`src/tsf_pkg.sv`:
```
// tsf_pkg: constants and carrier types for the thermal shutdown and fault control block
// assumes a 10 MHz aclk and a 32-bit axi4-lite register bus
package tsf_pkg;
    // ***************************************************
    // timing
    // ***************************************************
    localparam int CLK_PERIOD_NS = 100;
    localparam int STANDBY_TIMEOUT_MS = 2000;
    localparam int STANDBY_TIMEOUT_CYC = STANDBY_TIMEOUT_MS * (1000000 / CLK_PERIOD_NS);
    localparam int CELL_CONV_US = 500;
    localparam int CELL_CONV_CYC = CELL_CONV_US * 1000 / CLK_PERIOD_NS;
    localparam int NUM_CELLS = 12;
    localparam logic [3:0] LAST_CELL_10 = 4'h9;
    localparam logic [3:0] LAST_CELL_12 = 4'hB;
    // ***************************************************
    // register map (byte addresses)
    // ***************************************************
    localparam logic [7:0] CFG_OFS = 8'h00;
    localparam logic [7:0] CMD_OFS = 8'h04;
    localparam logic [7:0] TEMP_OFS = 8'h08;
    localparam logic [7:0] STAT_OFS = 8'h0C;
    localparam logic [7:0] IRQ_STAT_OFS = 8'h10;
    localparam logic [7:0] IRQ_MASK_OFS = 8'h14;
    localparam logic [7:0] RES_OFS = 8'h40;
    localparam logic [7:0] RES_END_OFS = 8'h6C;
    // ***************************************************
    // field positions and reset values
    // ***************************************************
    localparam int CFG_DIS_LSB = 0;
    localparam int CFG_TEN_BIT = 12;
    localparam int CFG_ADC_BIT = 13;
    localparam int CMD_STACK_BIT = 0;
    localparam int CMD_CELL_BIT = 1;
    localparam int CMD_IDX_LSB = 4;
    localparam int TEMP_FLAG_BIT = 0;
    localparam int TEMP_ARMED_BIT = 1;
    localparam int TEMP_STBY_BIT = 2;
    localparam int IRQ_OT_BIT = 0;
    localparam int IRQ_DONE_BIT = 1;
    localparam int IRQ_LINK_BIT = 2;
    localparam logic [1:0] RESP_OKAY = 2'h0;
    localparam logic [1:0] RESP_SLVERR = 2'h2;
    // configuration carrier, all zero by default
    typedef struct packed {
        logic adc_en;
        logic ten_cell_select;
        logic [11:0] discharge;
    } tsf_cfg_t;
    localparam tsf_cfg_t CFG_DEFAULT = '0;
endpackage

```
`src/tsf_top.sv`:
```
// tsf_top: over-temperature shutdown, stack conversion sequencer and link watchdog
// assumes an axi4-lite master on aclk; pins come from other domains and are synchronised
//
// The address map and register access over AXI4-Lite were left to the implementer.
`timescale 1ns/10ps
module tsf_top #(
    parameter int TIMEOUT_CYC = tsf_pkg::STANDBY_TIMEOUT_CYC,
    parameter int CONV_CYC = tsf_pkg::CELL_CONV_CYC
) (
    // clock and reset
    input wire logic aclk,
    input wire logic aresetn,
    // axi4-lite write
    input wire logic [7:0] s_axi_awaddr,
    input wire logic s_axi_awvalid,
    output logic s_axi_awready,
    input wire logic [31:0] s_axi_wdata,
    input wire logic [3:0] s_axi_wstrb,
    input wire logic s_axi_wvalid,
    output logic s_axi_wready,
    output logic [1:0] s_axi_bresp,
    output logic s_axi_bvalid,
    input wire logic s_axi_bready,
    // axi4-lite read
    input wire logic [7:0] s_axi_araddr,
    input wire logic s_axi_arvalid,
    output logic s_axi_arready,
    output logic [31:0] s_axi_rdata,
    output logic [1:0] s_axi_rresp,
    output logic s_axi_rvalid,
    input wire logic s_axi_rready,
    // pins from other domains
    input wire logic over_temp,
    input wire logic cm_io_active,
    input wire logic link_activity,
    input wire logic poll_from_above,
    input wire logic [11:0] cell_unused,
    // adc result, same clock
    input wire logic [11:0] adc_data,
    // outputs
    output logic [11:0] discharge_on,
    output logic [3:0] adc_channel,
    output logic adc_running,
    output logic poll_out,
    output logic standby,
    output logic irq
);
    initial begin
        if (TIMEOUT_CYC < 2 || TIMEOUT_CYC >= (1 << 25) || CONV_CYC < 2 || CONV_CYC >= (1 << 16))
            $error("tsf_top: count parameter out of range");
    end

    // ***************************************************
    // pin synchronisers
    // ***************************************************
    logic [15:0] sy1_r, sy2_r, sy3_r, pin_r;
    // three stages; a level is taken only once stages two and three agree
    always_ff @(posedge aclk) begin
        if (!aresetn) begin
            sy1_r <= '0;
            sy2_r <= '0;
            sy3_r <= '0;
            pin_r <= '0;
        end else begin
            sy1_r <= {cell_unused, poll_from_above, link_activity, cm_io_active, over_temp};
            sy2_r <= sy1_r;
            sy3_r <= sy2_r;
            for (int i = 0; i < 16; i++) begin
                if (sy2_r[i] == sy3_r[i])
                    pin_r[i] <= sy3_r[i];
            end
        end
    end
    logic ot_s, cmio_s, link_s, poll_s;
    logic [11:0] unused_s;
    assign {unused_s, poll_s, link_s, cmio_s, ot_s} = pin_r;

    // ***************************************************
    // registers and protection
    // ***************************************************
    tsf_pkg::tsf_cfg_t cfg_r;
    logic flag_r, link_prev_r, ot_prev_r;
    logic [24:0] wd_r;
    logic [2:0] irq_stat_r, irq_mask_r;
    logic wr_go, rd_go, cmd_stack, cmd_cell, conv_done_ev;
    logic [7:0] wa_r, ra_r;
    logic [3:0] cmd_idx;
    logic armed, ot_event, link_ev;

    assign armed = !standby || cmio_s;
    assign ot_event = ot_s && !ot_prev_r && armed;
    assign link_ev = link_s != link_prev_r;

    function automatic logic [3:0] last_cell(input logic ten);
        last_cell = ten ? tsf_pkg::LAST_CELL_10 : tsf_pkg::LAST_CELL_12;
    endfunction

    // watchdog: any edge on the link restarts it
    always_ff @(posedge aclk) begin
        if (!aresetn) begin
            link_prev_r <= 1'b0;
            ot_prev_r <= 1'b0;
            wd_r <= '0;
            standby <= 1'b0;
        end else begin
            link_prev_r <= link_s;
            ot_prev_r <= ot_s;
            if (link_ev) begin
                wd_r <= '0;
                standby <= 1'b0;
            end else if (wd_r == 25'(TIMEOUT_CYC - 1)) begin
                standby <= 1'b1;
            end else begin
                wd_r <= wd_r + 25'h000_0001;
            end
        end
    end

    // configuration; shutdown wins over a software write
    always_ff @(posedge aclk) begin
        if (!aresetn) begin
            cfg_r <= tsf_pkg::CFG_DEFAULT;
        end else if (ot_event) begin
            cfg_r <= tsf_pkg::CFG_DEFAULT;
        end else if (wr_go && wa_r == tsf_pkg::CFG_OFS) begin
            cfg_r <= tsf_pkg::tsf_cfg_t'(s_axi_wdata[13:0]);
        end
    end

    // thermal flag: a new shutdown in the read cycle keeps it set
    always_ff @(posedge aclk) begin
        if (!aresetn) begin
            flag_r <= 1'b0;
        end else if (ot_event) begin
            flag_r <= 1'b1;
        end else if (rd_go && ra_r == tsf_pkg::TEMP_OFS) begin
            flag_r <= 1'b0;
        end
    end

    // discharge drivers
    always_ff @(posedge aclk) begin
        if (!aresetn) begin
            discharge_on <= '0;
        end else begin
            discharge_on <= (standby || ot_event) ? 12'h000 : cfg_r.discharge;
        end
    end

    // ***************************************************
    // conversion sequencer
    // ***************************************************
    typedef enum logic [0:0] {
        TSF_IDLE,
        TSF_CONV
    } tsf_state_t;
    tsf_state_t st_r;
    logic [3:0] last_r;
    logic [15:0] cnt_r;
    logic done_r;
    logic [11:0] res_r [tsf_pkg::NUM_CELLS];

    assign cmd_stack = wr_go && wa_r == tsf_pkg::CMD_OFS && s_axi_wdata[tsf_pkg::CMD_STACK_BIT];
    assign cmd_cell = wr_go && wa_r == tsf_pkg::CMD_OFS && s_axi_wdata[tsf_pkg::CMD_CELL_BIT];
    assign cmd_idx = s_axi_wdata[tsf_pkg::CMD_IDX_LSB +: 4];
    // an aborted window is not a finished conversion
    assign conv_done_ev = st_r == TSF_CONV && cnt_r == 16'(CONV_CYC - 1) && adc_channel == last_r
                          && cfg_r.adc_en && !ot_event;

    // one cell per window; results stored at the end of each window
    always_ff @(posedge aclk) begin
        if (!aresetn) begin
            st_r <= TSF_IDLE;
            adc_channel <= '0;
            last_r <= '0;
            cnt_r <= '0;
            done_r <= 1'b0;
            adc_running <= 1'b0;
            for (int i = 0; i < tsf_pkg::NUM_CELLS; i++)
                res_r[i] <= '0;
        end else begin
            case (st_r)
                TSF_IDLE: begin
                    if (cmd_stack && cfg_r.adc_en && !ot_event) begin
                        st_r <= TSF_CONV;
                        adc_channel <= '0;
                        last_r <= last_cell(cfg_r.ten_cell_select);
                        cnt_r <= '0;
                        done_r <= 1'b0;
                        adc_running <= 1'b1;
                    end else if (cmd_cell && cfg_r.adc_en && !ot_event
                                 && cmd_idx < 4'(tsf_pkg::NUM_CELLS)) begin
                        st_r <= TSF_CONV;
                        adc_channel <= cmd_idx;
                        last_r <= cmd_idx;
                        cnt_r <= '0;
                        done_r <= 1'b0;
                        adc_running <= 1'b1;
                    end
                end
                TSF_CONV: begin
                    if (ot_event || !cfg_r.adc_en) begin
                        st_r <= TSF_IDLE;
                        adc_running <= 1'b0;
                    end else if (cnt_r == 16'(CONV_CYC - 1)) begin
                        cnt_r <= '0;
                        res_r[adc_channel] <= unused_s[adc_channel] ? 12'h000 : adc_data;
                        if (adc_channel == last_r) begin
                            st_r <= TSF_IDLE;
                            done_r <= 1'b1;
                            adc_running <= 1'b0;
                        end else begin
                            adc_channel <= adc_channel + 4'h1;
                        end
                    end else begin
                        cnt_r <= cnt_r + 16'h0001;
                    end
                end
                default: st_r <= TSF_IDLE;
            endcase
        end
    end

    // polling needs the chain above; registers do not
    always_ff @(posedge aclk) begin
        if (!aresetn)
            poll_out <= 1'b0;
        else
            poll_out <= done_r && poll_s;
    end

    // ***************************************************
    // interrupts
    // ***************************************************
    logic [2:0] irq_set;
    // link timeout only when standby is really entered in this cycle
    assign irq_set = {!standby && !link_ev && wd_r == 25'(TIMEOUT_CYC - 1), conv_done_ev, ot_event};

    // sticky status, write one to clear, set wins
    always_ff @(posedge aclk) begin
        if (!aresetn) begin
            irq_stat_r <= '0;
            irq_mask_r <= '0;
            irq <= 1'b0;
        end else begin
            if (wr_go && wa_r == tsf_pkg::IRQ_STAT_OFS)
                irq_stat_r <= (irq_stat_r & ~s_axi_wdata[2:0]) | irq_set;
            else
                irq_stat_r <= irq_stat_r | irq_set;
            if (wr_go && wa_r == tsf_pkg::IRQ_MASK_OFS)
                irq_mask_r <= s_axi_wdata[2:0];
            irq <= |(irq_stat_r & irq_mask_r);
        end
    end

    // ***************************************************
    // axi4-lite slave
    // ***************************************************
    function automatic logic mapped(input logic [7:0] a);
        mapped = a[1:0] == 2'h0 && (a <= tsf_pkg::IRQ_MASK_OFS
                 || (a >= tsf_pkg::RES_OFS && a <= tsf_pkg::RES_END_OFS));
    endfunction

    // wr_go and rd_go are the handshake cycles; strobes unused, every write is a full word
    assign wr_go = s_axi_awready && s_axi_wready;
    assign rd_go = s_axi_arready;
    assign wa_r = s_axi_awaddr;
    assign ra_r = s_axi_araddr;

    // write channel: address and data taken together, response one cycle later
    always_ff @(posedge aclk) begin
        if (!aresetn) begin
            s_axi_awready <= 1'b0;
            s_axi_wready <= 1'b0;
            s_axi_bvalid <= 1'b0;
            s_axi_bresp <= tsf_pkg::RESP_OKAY;
        end else begin
            s_axi_awready <= s_axi_awvalid && s_axi_wvalid && !s_axi_awready && !s_axi_bvalid;
            s_axi_wready <= s_axi_awvalid && s_axi_wvalid && !s_axi_awready && !s_axi_bvalid;
            if (wr_go) begin
                s_axi_bvalid <= 1'b1;
                s_axi_bresp <= mapped(wa_r) ? tsf_pkg::RESP_OKAY : tsf_pkg::RESP_SLVERR;
            end else if (s_axi_bready) begin
                s_axi_bvalid <= 1'b0;
            end
        end
    end

    // read channel: data one cycle after the address is taken
    always_ff @(posedge aclk) begin
        if (!aresetn) begin
            s_axi_arready <= 1'b0;
            s_axi_rvalid <= 1'b0;
            s_axi_rdata <= '0;
            s_axi_rresp <= tsf_pkg::RESP_OKAY;
        end else begin
            s_axi_arready <= s_axi_arvalid && !s_axi_arready && !s_axi_rvalid;
            if (rd_go) begin
                s_axi_rvalid <= 1'b1;
                s_axi_rresp <= mapped(ra_r) ? tsf_pkg::RESP_OKAY : tsf_pkg::RESP_SLVERR;
                s_axi_rdata <= '0;
                case (ra_r)
                    tsf_pkg::CFG_OFS: s_axi_rdata <= {18'h0_0000, cfg_r};
                    tsf_pkg::TEMP_OFS: s_axi_rdata <= {29'h0000_0000, standby, armed, flag_r};
                    tsf_pkg::STAT_OFS: s_axi_rdata <= {24'h00_0000, adc_channel, 2'h0, done_r,
                                                       adc_running};
                    tsf_pkg::IRQ_STAT_OFS: s_axi_rdata <= {29'h0000_0000, irq_stat_r};
                    tsf_pkg::IRQ_MASK_OFS: s_axi_rdata <= {29'h0000_0000, irq_mask_r};
                    default: begin
                        if (mapped(ra_r) && ra_r >= tsf_pkg::RES_OFS)
                            s_axi_rdata <= {20'h0_0000, res_r[4'(ra_r[5:2] - 4'h0)]};
                    end
                endcase
            end else if (s_axi_rready) begin
                s_axi_rvalid <= 1'b0;
            end
        end
    end
endmodule

```
`config.mk`:
```
export PLATFORM = sky130hd
export DESIGN_NAME = tsf_top
export DESIGN_NICKNAME = d
export VERILOG_FILES = /design/src/tsf_pkg.sv /design/src/tsf_top.sv
export SDC_FILE = /design/constraint.sdc
export NUM_CORES = 1
export LEC_CHECK = 0
export BUFFER_PORTS_ARGS = -buffer_cell sky130_fd_sc_hd__buf_2
export CORE_UTILIZATION = 45
export CTS_CLUSTER_DIAMETER = 200
export DETAILED_ROUTE_END_ITERATION = 12
export GPL_ROUTABILITY_DRIVEN = 0
export PLACE_DENSITY_LB_ADDON = 0.2
export SYNTH_ARGS = -nofsm -noshare
export SYNTH_HDL_FRONTEND = slang
export SYNTH_SLANG_ARGS = --single-unit
```
`constraint.sdc`:
```
create_clock -name aclk -period 6.13 [get_ports aclk]
set_clock_uncertainty 0.1 [all_clocks]
set_input_delay 0.613 -clock aclk [delete_from_list [all_inputs] [get_ports aclk]]
set_output_delay 0.613 -clock aclk [all_outputs]
set_load 0.03 [all_outputs]
```
==> metrics.yaml, run 1 <==
timing:
  finalWorstSetupSlack_ps: 2594
  finalHoldViolations: 0
  fin_tns_setup_ps: 0
  setup_viol: 0
  rsz0062_at_grt: "false"
  worst_pin_slew_ps: 1263
  min_period_ps: 3536
  slew_headroom: 0.1516
  finalCritPeriodShare: 0.5768
  max_freq_mhz: 282.8
  finalMaxSlewViolations: 0
floorplan:
  io_pins: 148
  coreArea_sq_um: 28860
  dieWidth_um: 173.6
  die_area_sq_um: 30120
  rows: 62
  start_util: 0.4589
  die_y_um: 173.6
power:
  p_seq_frac: 0.490
  leakage_nw: 5.794
  p_total_mw: 4.705
  p_switching_mw: 1.019
  p_clk_frac: 0.458
  ir_drop_mv: 0.1995
  netSwitchingFraction: 0.2165
  p_comb_frac: 0.052
  p_int_mw: 3.686
  powerDensity_nw_per_um2: 310.5
worst_setup_path:
  critPathMaxFanout: 12
  crit_start: "adc_channel[0]"
  worstSetupStartpointType: "flop"
  path_cells: "mux4_2 > mux2_2 > a21oi_1 > nand2_1 > nor2_1"
  r2r_cells: 5
  cp_slowest_stage_delay_ps: 800
  cp-end-kind: "flop"
  r2r_end: "res_r[8][5]"
  criticalPathCategory: "flop to flop"
  arrival_ps: 3780
  cp_slowest_cell: "a21oi_1"
  rrSetupSlack_ps: 2590
  worstPathRequired_ps: 6370
  r2r_start: "adc_channel[0]"
  crit_path_end: "res_r[8][5]"
synthesis:
  post-synth-top-area-cell: "edfxtp_1"
  synth_fa_ha_area_frac: 0.005668
  netlist_area_sq_um: 13240
  synth.most_common_cell: "nor2_1"
  synth-async-reset-ratio: 0
  ys_seq_area_frac: 0.5895
  synth_compound_gate_area_share: 0.07652
  synth_flop_cell: "dfxtp_1"
  synth_top_family_by_area: "simple AND/OR/NAND/NOR gates"
  synth_xor_area_frac: 0.01587
  synth_edf_count: 144
  ys_types: 62
  synthSimpleGateAreaFrac: 0.1850
  synthTopCellsByArea: "edfxtp_1 (33%), dfxtp_1 (26%), mux4_2 (6.6%), nor2_1 (6.3%), and2_1 (3.0%)"
  muxShareOfSynthArea: 0.08871
  netlist_instances: 1210
  ys_ff_latch: 318
  yosys-top-cells-count: "nor2_1 (223), dfxtp_1 (174), edfxtp_1 (144)"
  yosysWarnings: 0
  avgSynthCellArea_sq_um: 10.95
  synth_top_area_share: 0.3265
route:
  antenna_left: 0
  dr_total_vias: 9222
  drc_errors: 0
  wl_per_cell_um: 18.40
  routed_wl_um: 31200
  firstDrtPassIters: 5
  first_iter_violations: 823
  viasPerCell: 5.438
grt:
  busiest_layer: "met2"
  use_met1: 0.3139
  grt_antenna_before_repair: 0
  track_usage: 0.2127
  grt_pass1_wl_um: 50310
  grt_max_degree: 81
  met3_usage: 0.03399
  use_met2: 0.3253
  first_global_vias: 8945
  grt_overflow: 0
placed_design:
  placedInstanceArea_sq_um: 13960
  hpwl_um: 20560
  io_buffers: 105
  pre_cts_slack_ps: 2590
clock_tree:
  cts_max_path_buffers: 3
  tritoncts.num_buffers: 35
  htree_levels: 2
  cts-root-buf: "clkbuf_16"
  postCtsHoldBufs: 0
  clk_pin_slew_ps: 60
  post_cts_buffers: 0
  cts_tree: "yes"
  cts_resized: 0
  cts_sinks: 318
  clkLatencyLatePin_ps: 510
layout:
  design_area_sq_um: 15150
  n_antenna_cell: 0
  nets: 1379
  area_growth_syn_to_layout_pct: 14.42
  layout-drive-gt1-share: 0.1684
flow_run:
  cap_viol_max_count: 0
outcome:
  status: "finished, final reports clean"
min_path:
  hold_start: "cell_unused[9]"
  hold_class: "primary input to flop"
[power by group through the flow]
| stage | Sequential, mW | Clock [mW] | Combinational (mW) |
|---|---|---|---|
| global placement | 2.35 | 0 | 0.242 |
| global route | 2.31 | 2.28 | 0.264 |
| floorplan | 2.35 | 0 | 0.162 |
| CTS | 2.30 | 2.20 | 0.246 |
| finish | 2.30 | 2.16 | 0.244 |
| detailed placement | 2.35 | 0 | 0.244 |
[worst max-delay path: cells and delay by family, from the launching register on]
| family | cells | cell delay, ps |
|---|---|---|
| AOI/OAI and AO/OA | 1 | 800 |
| muxes | 2 | 870 |
| and+or+nand+nor | 2 | 860 |
| DFF | 1 | 720 |
[cells by family (layout without fill, tap and decap cells)]
logic type | after synthesis | count (layout)
xor gates and xnor gates | 24 | 24
DFF | 318 | 318
adders and majority gates | 6 | 6
muxes | 68 | 68
and+or+nand+nor | 516 | 516
buffers and inverters | 112 | 195
AOI/OAI and AO/OA | 165 | 165
other | 1 | 20
[final cells by class]
class,instances,area [sq um]
Fill cell,2617,13700
Timing Repair Buffer,115,600.6
Inverter,17,63.81
Clock inverter,8,91.34
Clock buffer,55,1105
Multi-Input combinational cell,799,5005
Sequential cell,318,7807
Tap cell,384,480.5
[per-layer routing]
layer,part of all wire,wire length [um],vias to the layer above
li1,-,-,4431
met1,0.47,14650,4442
met2,0.45,13950,308
met3,0.066,2065,41
met4,0.017,539,0
met5,0,0,-
[worst min-delay path by stage]
stage                      endpoint  slack (ps)  depth (start not counted)
final                     sy1_r[13]         210                          2
after global routing      sy1_r[13]         190                          2
after CTS                 sy1_r[13]         190                          2
after detailed placement  sy2_r[12]         320                          1
after global placement     sy2_r[5]         310                          1
after floorplan            sy2_r[0]         310                          1
[state kept, by name, indices dropped and copies added, names as in the netlist, 3 cells and up]
register      count
cfg_r            14
pin_r            16
cnt_r            16
s_axi_rdata      14
wd_r             25
last_r            4
discharge_on     12
sy1_r            16
sy2_r            16
irq_stat_r        3
adc_channel       4
irq_mask_r        3
res_r           144
sy3_r            16
[layout by cell type, fill, tap and decap left out, types with 4 or more instances in the layout]
| master | Yosys | final |
|---|---|---|
| a21oi_1 | 62 | 62 |
| or4_1 | 8 | 8 |
| ha_1 | 6 | 6 |
| buf_2 | 2 | 105 |
| buf_4 | 21 | 10 |
| a22o_1 | 4 | 4 |
| a311oi_1 | 4 | 4 |
| xor2_1 | 20 | 20 |
| a2bb2oi_1 | 5 | 5 |
| nand3_1 | 24 | 24 |
| and2_1 | 63 | 63 |
| a221oi_1 | 8 | 8 |
| clkinv_2 | 0 | 4 |
| mux2_2 | 5 | 5 |
| nor2_1 | 223 | 223 |
| nand2b_1 | 9 | 9 |
| nor2b_1 | 5 | 5 |
| nand4_1 | 14 | 14 |
| nor3_1 | 26 | 26 |
| a31oi_1 | 9 | 9 |
| dfxtp_1 | 174 | 174 |
| nand2_1 | 95 | 95 |
| edfxtp_1 | 144 | 144 |
| clkbuf_8 | 0 | 9 |
| o21ai_0 | 43 | 43 |
| clkbuf_1 | 65 | 8 |
| inv_1 | 15 | 15 |
| xnor2_1 | 4 | 4 |
| and3_1 | 9 | 9 |
| mux4_2 | 39 | 39 |
| nor4_1 | 16 | 15 |
| conb_1 | 1 | 20 |
| or3_1 | 7 | 7 |
| mux2i_1 | 24 | 24 |
| clkbuf_16 | 0 | 38 |
[metrics by stage]
stage,utilization,cells,hold slack (ps)
2_1_floorplan,-,1229,311.9
3_3_place_gp,0.4837,1633,314.4
3_5_place_dp,0.4837,1633,317.7
4_1_cts,0.5251,1696,189.9
5_1_grt,0.5251,1696,190.1
6_report,0.5251,1696,212.4
Power figures use the tool's default switching activity.
==> inputs of run 2 (changes only) <==
==> constraint.sdc (replaced) <==
create_clock -name aclk -period 3 [get_ports aclk]
set_clock_uncertainty 0.1 [all_clocks]
set_input_delay 0.3 -clock aclk [delete_from_list [all_inputs] [get_ports aclk]]
set_output_delay 0.3 -clock aclk [all_outputs]
set_load 0.03 [all_outputs]
==> metrics.yaml, run 2 (synthesis gave the netlist of run 1 again) <==
layout:
  largest_reg_flops: 144  # unchanged
  top_register: "res_r"  # unchanged
  area_growth_syn_to_layout_pct: 19.51  # was 14.42%
  final_cell_mix: "nor2_1 (223), dfxtp_1 (174), edfxtp_1 (144), buf_2 (105), nand2_1 (95)"  # unchanged
  fillers: 2520  # was 2617
  n_antenna_cell: 0  # unchanged
  layout-drive-gt1-share: 0.1918  # was 0.1684
  layout_commonest_cell: "nor2_1"  # unchanged
  largestRegisters: "res_r: 144 flops, wd_r: 25 flops"  # unchanged
  fin_util: 0.5485  # was 0.5251
  nets: 1457  # was 1379
grt:
  grt_pass1_wl_um: 50230  # was 50310 um
  grt_antenna_before_repair: 0  # unchanged
  grt_max_degree: 63  # was 81
  first_global_vias: 9073  # was 8945
  grt_overflow: 0  # unchanged
  track_usage: 0.2114  # was 0.2127
route:
  drc_errors: 0  # unchanged
  antenna_left: 0  # unchanged
  first_iter_violations: 635  # was 823
  dr_total_vias: 9552  # was 9222
  routed_wl_um: 31540  # was 31200 um
  wl_per_cell_um: 17.81  # was 18.40 um
  viasPerCell: 5.394  # was 5.438
  firstDrtPassIters: 5  # unchanged
clock_tree:
  post_cts_buffers: 0  # unchanged
  clkLatencyLatePin_ps: 510  # about the same
  cts-root-buf: "clkbuf_16"  # unchanged
  clk_pin_slew_ps: 60  # about the same
  htree_levels: 2  # unchanged
  cts_max_path_buffers: 3  # unchanged
  cts_sinks: 318  # unchanged
  tritoncts.num_buffers: 36  # was 35
  cts_tree: "yes"  # unchanged
timing:
  fin_tns_setup_ps: 0  # unchanged
  min_period_ps: 2824  # was 3536 ps
  finalMaxSlewViolations: 0  # unchanged
  finalCritPeriodShare: 0.9413  # was 0.5768
  holdWs_ps: 19.81  # was 212.4 ps
  max_freq_mhz: 354.1  # was 282.8 MHz
  finalHoldViolations: 0  # unchanged
  slew_headroom: 0.2654  # was 0.1516
  rsz0062_at_grt: "false"  # unchanged
  worst_pin_slew_ps: 1098  # was 1263 ps
  setup_viol: 0  # unchanged
floorplan:
  start_util: 0.4589  # unchanged
  rows: 62  # unchanged
  dieWidth_um: 173.6  # unchanged
  die_y_um: 173.6  # unchanged
  io_pins: 148  # unchanged
  coreArea_sq_um: 28860  # unchanged
  die_area_sq_um: 30120  # unchanged
power:
  ir_drop_mv: 0.3226  # was 0.1995 mV
  powerDensity_nw_per_um2: 596.0  # was 310.5 nW/um^2
  leakage_nw: 6.140  # was 5.794 nW
worst_setup_path:
  criticalPathCategory: "flop to flop"  # unchanged
  path_cells: "or4_1 > or4_4 > nor4b_4 > nand2_1 > nand2_1 > buf_12"  # was mux4_2 > mux2_2 > a21oi_1 > nand2_1 > nor2_1
  cp_slowest_cell: "or4_4"  # was a21oi_1
  arrival_ps: 2940  # was 3780 ps
  cp_slowest_stage_delay_ps: 590  # was 800 ps
  worstPathRequired_ps: 3120  # was 6370 ps
  crit_top_cell: "nand2_1"
  worstSetupStartpointType: "flop"  # unchanged
  critPathMaxFanout: 8  # was 12
  cp-end-kind: "flop"  # unchanged
placed_design:
  io_buffers: 105  # unchanged
  hpwl_um: 21880  # was 20560 um
min_path:
  hold_class: "primary input to flop"  # unchanged
outcome:
  status: "finished, final reports clean"  # unchanged
flow_run:
  cap_viol_max_count: 0  # unchanged
run 2: path summary, 6_finish.rpt:
path         slack (ps)  cells after the start      startpoint     endpoint
min                  20                      3  s_axi_wdata[7]     cfg_r[7]
min reg2reg         330                      1        sy1_r[7]     sy2_r[7]
max                 180                      6       cnt_r[10]  res_r[1][8]
max reg2reg         180                      6       cnt_r[10]  res_r[1][8]
run 2: final cells by class:
class                   instances  area [sq um]  share of cell area
flip-flops and latches        318          7807              0.4933
inverters                      17         63.81            0.004032
clock inverters                 7         41.29            0.002609
well taps                     384         480.5             0.03036
clock buffers                  54          1086             0.06862
multi-input cells             799          5005              0.3162
repair buffers                192          1344             0.08490
run 2: per-layer routing:
layer	vias up	share of wire	GRT usage	routed length, um
met2	323	0.45	0.3291	14150
met4	0	0.018	0.05383	573
met1	4585	0.47	0.3078	14870
met3	45	0.062	0.03333	1943
li1	4599	-	-	-
met5	-	0	0	0
run 2: where the power goes:
| group | internal [mW] | switching [mW] | total [mW] |
|---|---|---|---|
| registers | 4.66 | 0.0529 | 4.71 |
| clock network | 2.49 | 1.66 | 4.16 |
| logic | 0.228 | 0.334 | 0.562 |
run 2: timing repair:
item	4_1_cts	5_1_grt
hold buffers	31	0
hold endpoints to repair	31	0
resized for setup	0	0
run 2: critical path, delay by kind of cell, from the launching register on:
kind	cells	cell delay [ps]
buffers and inverters	1	160
flip-flops	1	370
AND/OR/NAND/NOR	5	1910
run 2: through the flow:
| step | total power, mW | setup slack, ps | instances | area [sq um] |
|---|---|---|---|---|
| CTS | 9.532 | 178.4 | 1771 | 15830 |
| floorplan | 5.134 | 132.8 | 1229 | 13320 |
| global route | 9.767 | 69.49 | 1771 | 15830 |
| finish | 9.433 | 176.0 | 1771 | 15830 |
| global placement | 5.326 | 219.7 | 1679 | 14390 |
| detailed placement | 5.336 | 215.7 | 1679 | 14390 |
==> inputs of run 3 (changes only) <==
--- a/config.mk
+++ b/config.mk
@@ -6,6 +6,7 @@
 export NUM_CORES = 1
 export LEC_CHECK = 0
 export BUFFER_PORTS_ARGS = -buffer_cell sky130_fd_sc_hd__buf_2
+export CORE_ASPECT_RATIO = 0.8
 export CORE_UTILIZATION = 45
 export CTS_CLUSTER_DIAMETER = 200
 export DETAILED_ROUTE_END_ITERATION = 12
==> metrics.yaml, run 3 (synthesis gave the netlist of run 1 again) <==
route:
  drc_errors: 0  # unchanged
  firstDrtPassIters: 6  # was 5
  viasPerCell: 5.384  # was 5.394
  dr_total_vias: 9459  # was 9552
  wl_per_cell_um: 18.38  # was 17.81 um
  routed_wl_um: 32290  # was 31540 um
  first_iter_violations: 791  # was 635
  antenna_left: 0  # unchanged
worst_setup_path:
  cp-end-kind: "flop"  # unchanged
  critical_path_buf_inv_count: 1  # unchanged
  cp_top_family: "simple AND/OR/NAND/NOR gates"  # unchanged
  critPathMaxFanout: 8  # unchanged
  r2r_start: "cnt_r[4]"  # was cnt_r[10]
  criticalPathCategory: "flop to flop"  # unchanged
  arrival_ps: 2870  # was 2940 ps
  worstSetupStartpointType: "flop"  # unchanged
  cp_slowest_cell: "or4_4"  # unchanged
  cp_slowest_stage_delay_ps: 620  # was 590 ps
  rrSetupSlack_ps: 270  # was 180 ps
  crit_top_cell: "nand2_1"  # unchanged
  path_cells: "or4_1 > or4_4 > nor4b_4 > nand2_1 > nand2_1 > buf_12"  # unchanged
  worstPathRequired_ps: 3140  # was 3120 ps
  crit_start: "cnt_r[4]"  # was cnt_r[10]
timing:
  min_period_ps: 2734  # was 2824 ps
  finalMaxSlewViolations: 0  # unchanged
  setup_viol: 0  # unchanged
  rsz0062_at_grt: "false"  # unchanged
  finalCritPeriodShare: 0.9113  # was 0.9413
  slew_headroom: 0.5180  # was 0.2654
  max_freq_mhz: 365.8  # was 354.1 MHz
  finalWorstSetupSlack_ps: 266.1  # was 176.0 ps
  fin_tns_setup_ps: 0  # unchanged
  finalHoldViolations: 0  # unchanged
  worst_pin_slew_ps: 716.4  # was 1098 ps
floorplan:
  coreArea_sq_um: 28630  # was 28860 sq um
  dieWidth_um: 193.8  # was 173.6 um
  io_pins: 148  # unchanged
  rows: 55  # was 62
  start_util: 0.4626  # was 0.4589
  die_y_um: 155.4  # was 173.6 um
  die_area_sq_um: 30130  # was 30120 sq um
layout:
  final_cell_mix: "nor2_1 (223), dfxtp_1 (174), edfxtp_1 (144), buf_2 (105), nand2_1 (95)"  # unchanged
  fillers: 2472  # was 2520
  area_growth_syn_to_layout_pct: 19.40  # was 19.51%
  finalNonFillerCells: 1757  # was 1771
  largest_reg_flops: 144  # unchanged
  nets: 1456  # was 1457
  layout_commonest_cell: "nor2_1"  # unchanged
  largestRegisters: "res_r: 144 flops, wd_r: 25 flops"  # unchanged
  n_antenna_cell: 0  # unchanged
  top_register: "res_r"  # unchanged
  layout-drive-gt1-share: 0.1925  # was 0.1918
grt:
  first_global_vias: 8979  # was 9073
  grt_max_degree: 47  # was 63
  grt_overflow: 0  # unchanged
  grt_pass1_wl_um: 50800  # was 50230 um
  track_usage: 0.2179  # was 0.2114
  grt_antenna_before_repair: 0  # unchanged
outcome:
  status: "finished, final reports clean"  # unchanged
min_path:
  hold_start: "s_axi_bready"  # was s_axi_wdata[7]
  hold_class: "primary input to flop"  # unchanged
power:
  netSwitchingFraction: 0.2158  # was 0.2174
  p_switching_mw: 2.063  # was 2.051 mW
  powerDensity_nw_per_um2: 604.6  # was 596.0 nW/um^2
  p_comb_frac: 0.060  # about the same
  p_seq_frac: 0.493  # was 0.500
  leakage_nw: 6.145  # was 6.140 nW
  ir_drop_mv: 0.3858  # was 0.3226 mV
  p_clk_frac: 0.448  # was 0.441
  p_total_mw: 9.561  # was 9.433 mW
  p_int_mw: 7.498  # was 7.382 mW
flow_run:
  cap_viol_max_count: 0  # unchanged
clock_tree:
  clk_pin_slew_ps: 60  # about the same
  cts-root-buf: "clkbuf_16"  # unchanged
  cts_tree: "yes"  # unchanged
  cts_max_path_buffers: 3  # unchanged
  htree_levels: 2  # unchanged
  tritoncts.num_buffers: 34  # was 36
  clkLatencyLatePin_ps: 510  # about the same
  cts_sinks: 318  # unchanged
placed_design:
  pre_cts_slack_ps: 290.4  # was 215.7 ps
  io_buffers: 105  # unchanged
  hpwl_um: 22020  # was 21880 um
  post-place-cells: 1667  # was 1679
-- run 3: cell types whose count changed in the layout (fill, tap and decap cells not counted) --
| cell | delta |
|---|---|
| buf_4 | +4 |
| buf_12 | -2 |
| bufinv_16 | +2 |
| clkinv_2 | -2 |
| clkbuf_1 | +1 |
| clkbuf_16 | -1 |
| clkbuf_2 | +1 |
| clkinv_1 | -1 |
| dlygate4sd3_1 | -1 |
| inv_4 | -1 |
-- run 3: per-stage QoR --
step	hold WS, ps	utilization	cell area, sq um
2_1_floorplan	311.9	-	13320
3_3_place_gp	317.4	0.5017	14360
3_5_place_dp	316.9	0.5017	14360
4_1_cts	1.303	0.5524	15810
5_1_grt	24.28	0.5524	15810
6_report	6.489	0.5524	15810
-- run 3: worst paths after layout --
path | to | cells after the start
setup / recovery | res_r[0][2] | 6
hold / removal | s_axi_bvalid | 4
setup reg to reg | res_r[0][2] | 6
hold reg to reg | sy2_r[3] | 1
-- run 3: final cells by class --
| type | instances | area (sq um) | share of cell area |
|---|---|---|---|
| Sequential cell | 318 | 7807 | 0.4937 |
| Multi-Input combinational cell | 799 | 5005 | 0.3165 |
| Timing Repair Buffer | 193 | 1324 | 0.08371 |
| Clock buffer | 55 | 1070 | 0.06765 |
| Tap cell | 370 | 462.9 | 0.02927 |
| Clock inverter | 5 | 81.33 | 0.005143 |
| Inverter | 17 | 63.81 | 0.004035 |
-- run 3: routing by layer --
metal / vias to the layer above / GRT usage / routed length, um
met1: 4524 / 0.3350 / 16020
met4: 0 / 0.04686 / 390
met5: - / 0 / 0
li1: 4569 / - / -
met3: 39 / 0.03642 / 2185
met2: 327 / 0.3204 / 13690
-- run 3: power groups by stage --
stage          clock, mW  combinational (mW)  sequential (mW)
5_1_grt             4.53               0.613             4.72
2_1_floorplan          0               0.332             4.80
6_report            4.28               0.571             4.71
3_5_place_dp           0               0.539             4.80
4_1_cts             4.35               0.571             4.71
3_3_place_gp           0               0.533             4.80
-- run 3: worst register-to-register path, delay by kind of cell (launching register included) --
kind | cells | cell delay [ps]
buffers and inverters | 1 | 160
and+or+nand+nor | 5 | 1840
DFF | 1 | 360
-- run 3: timing repair --
item	4_1_cts	5_1_grt
endpoints found under the hold margin	30	0
setup endpoints to repair	0	0
buffers inserted	0	0
hold buffers	30	0
resized for setup	0	0
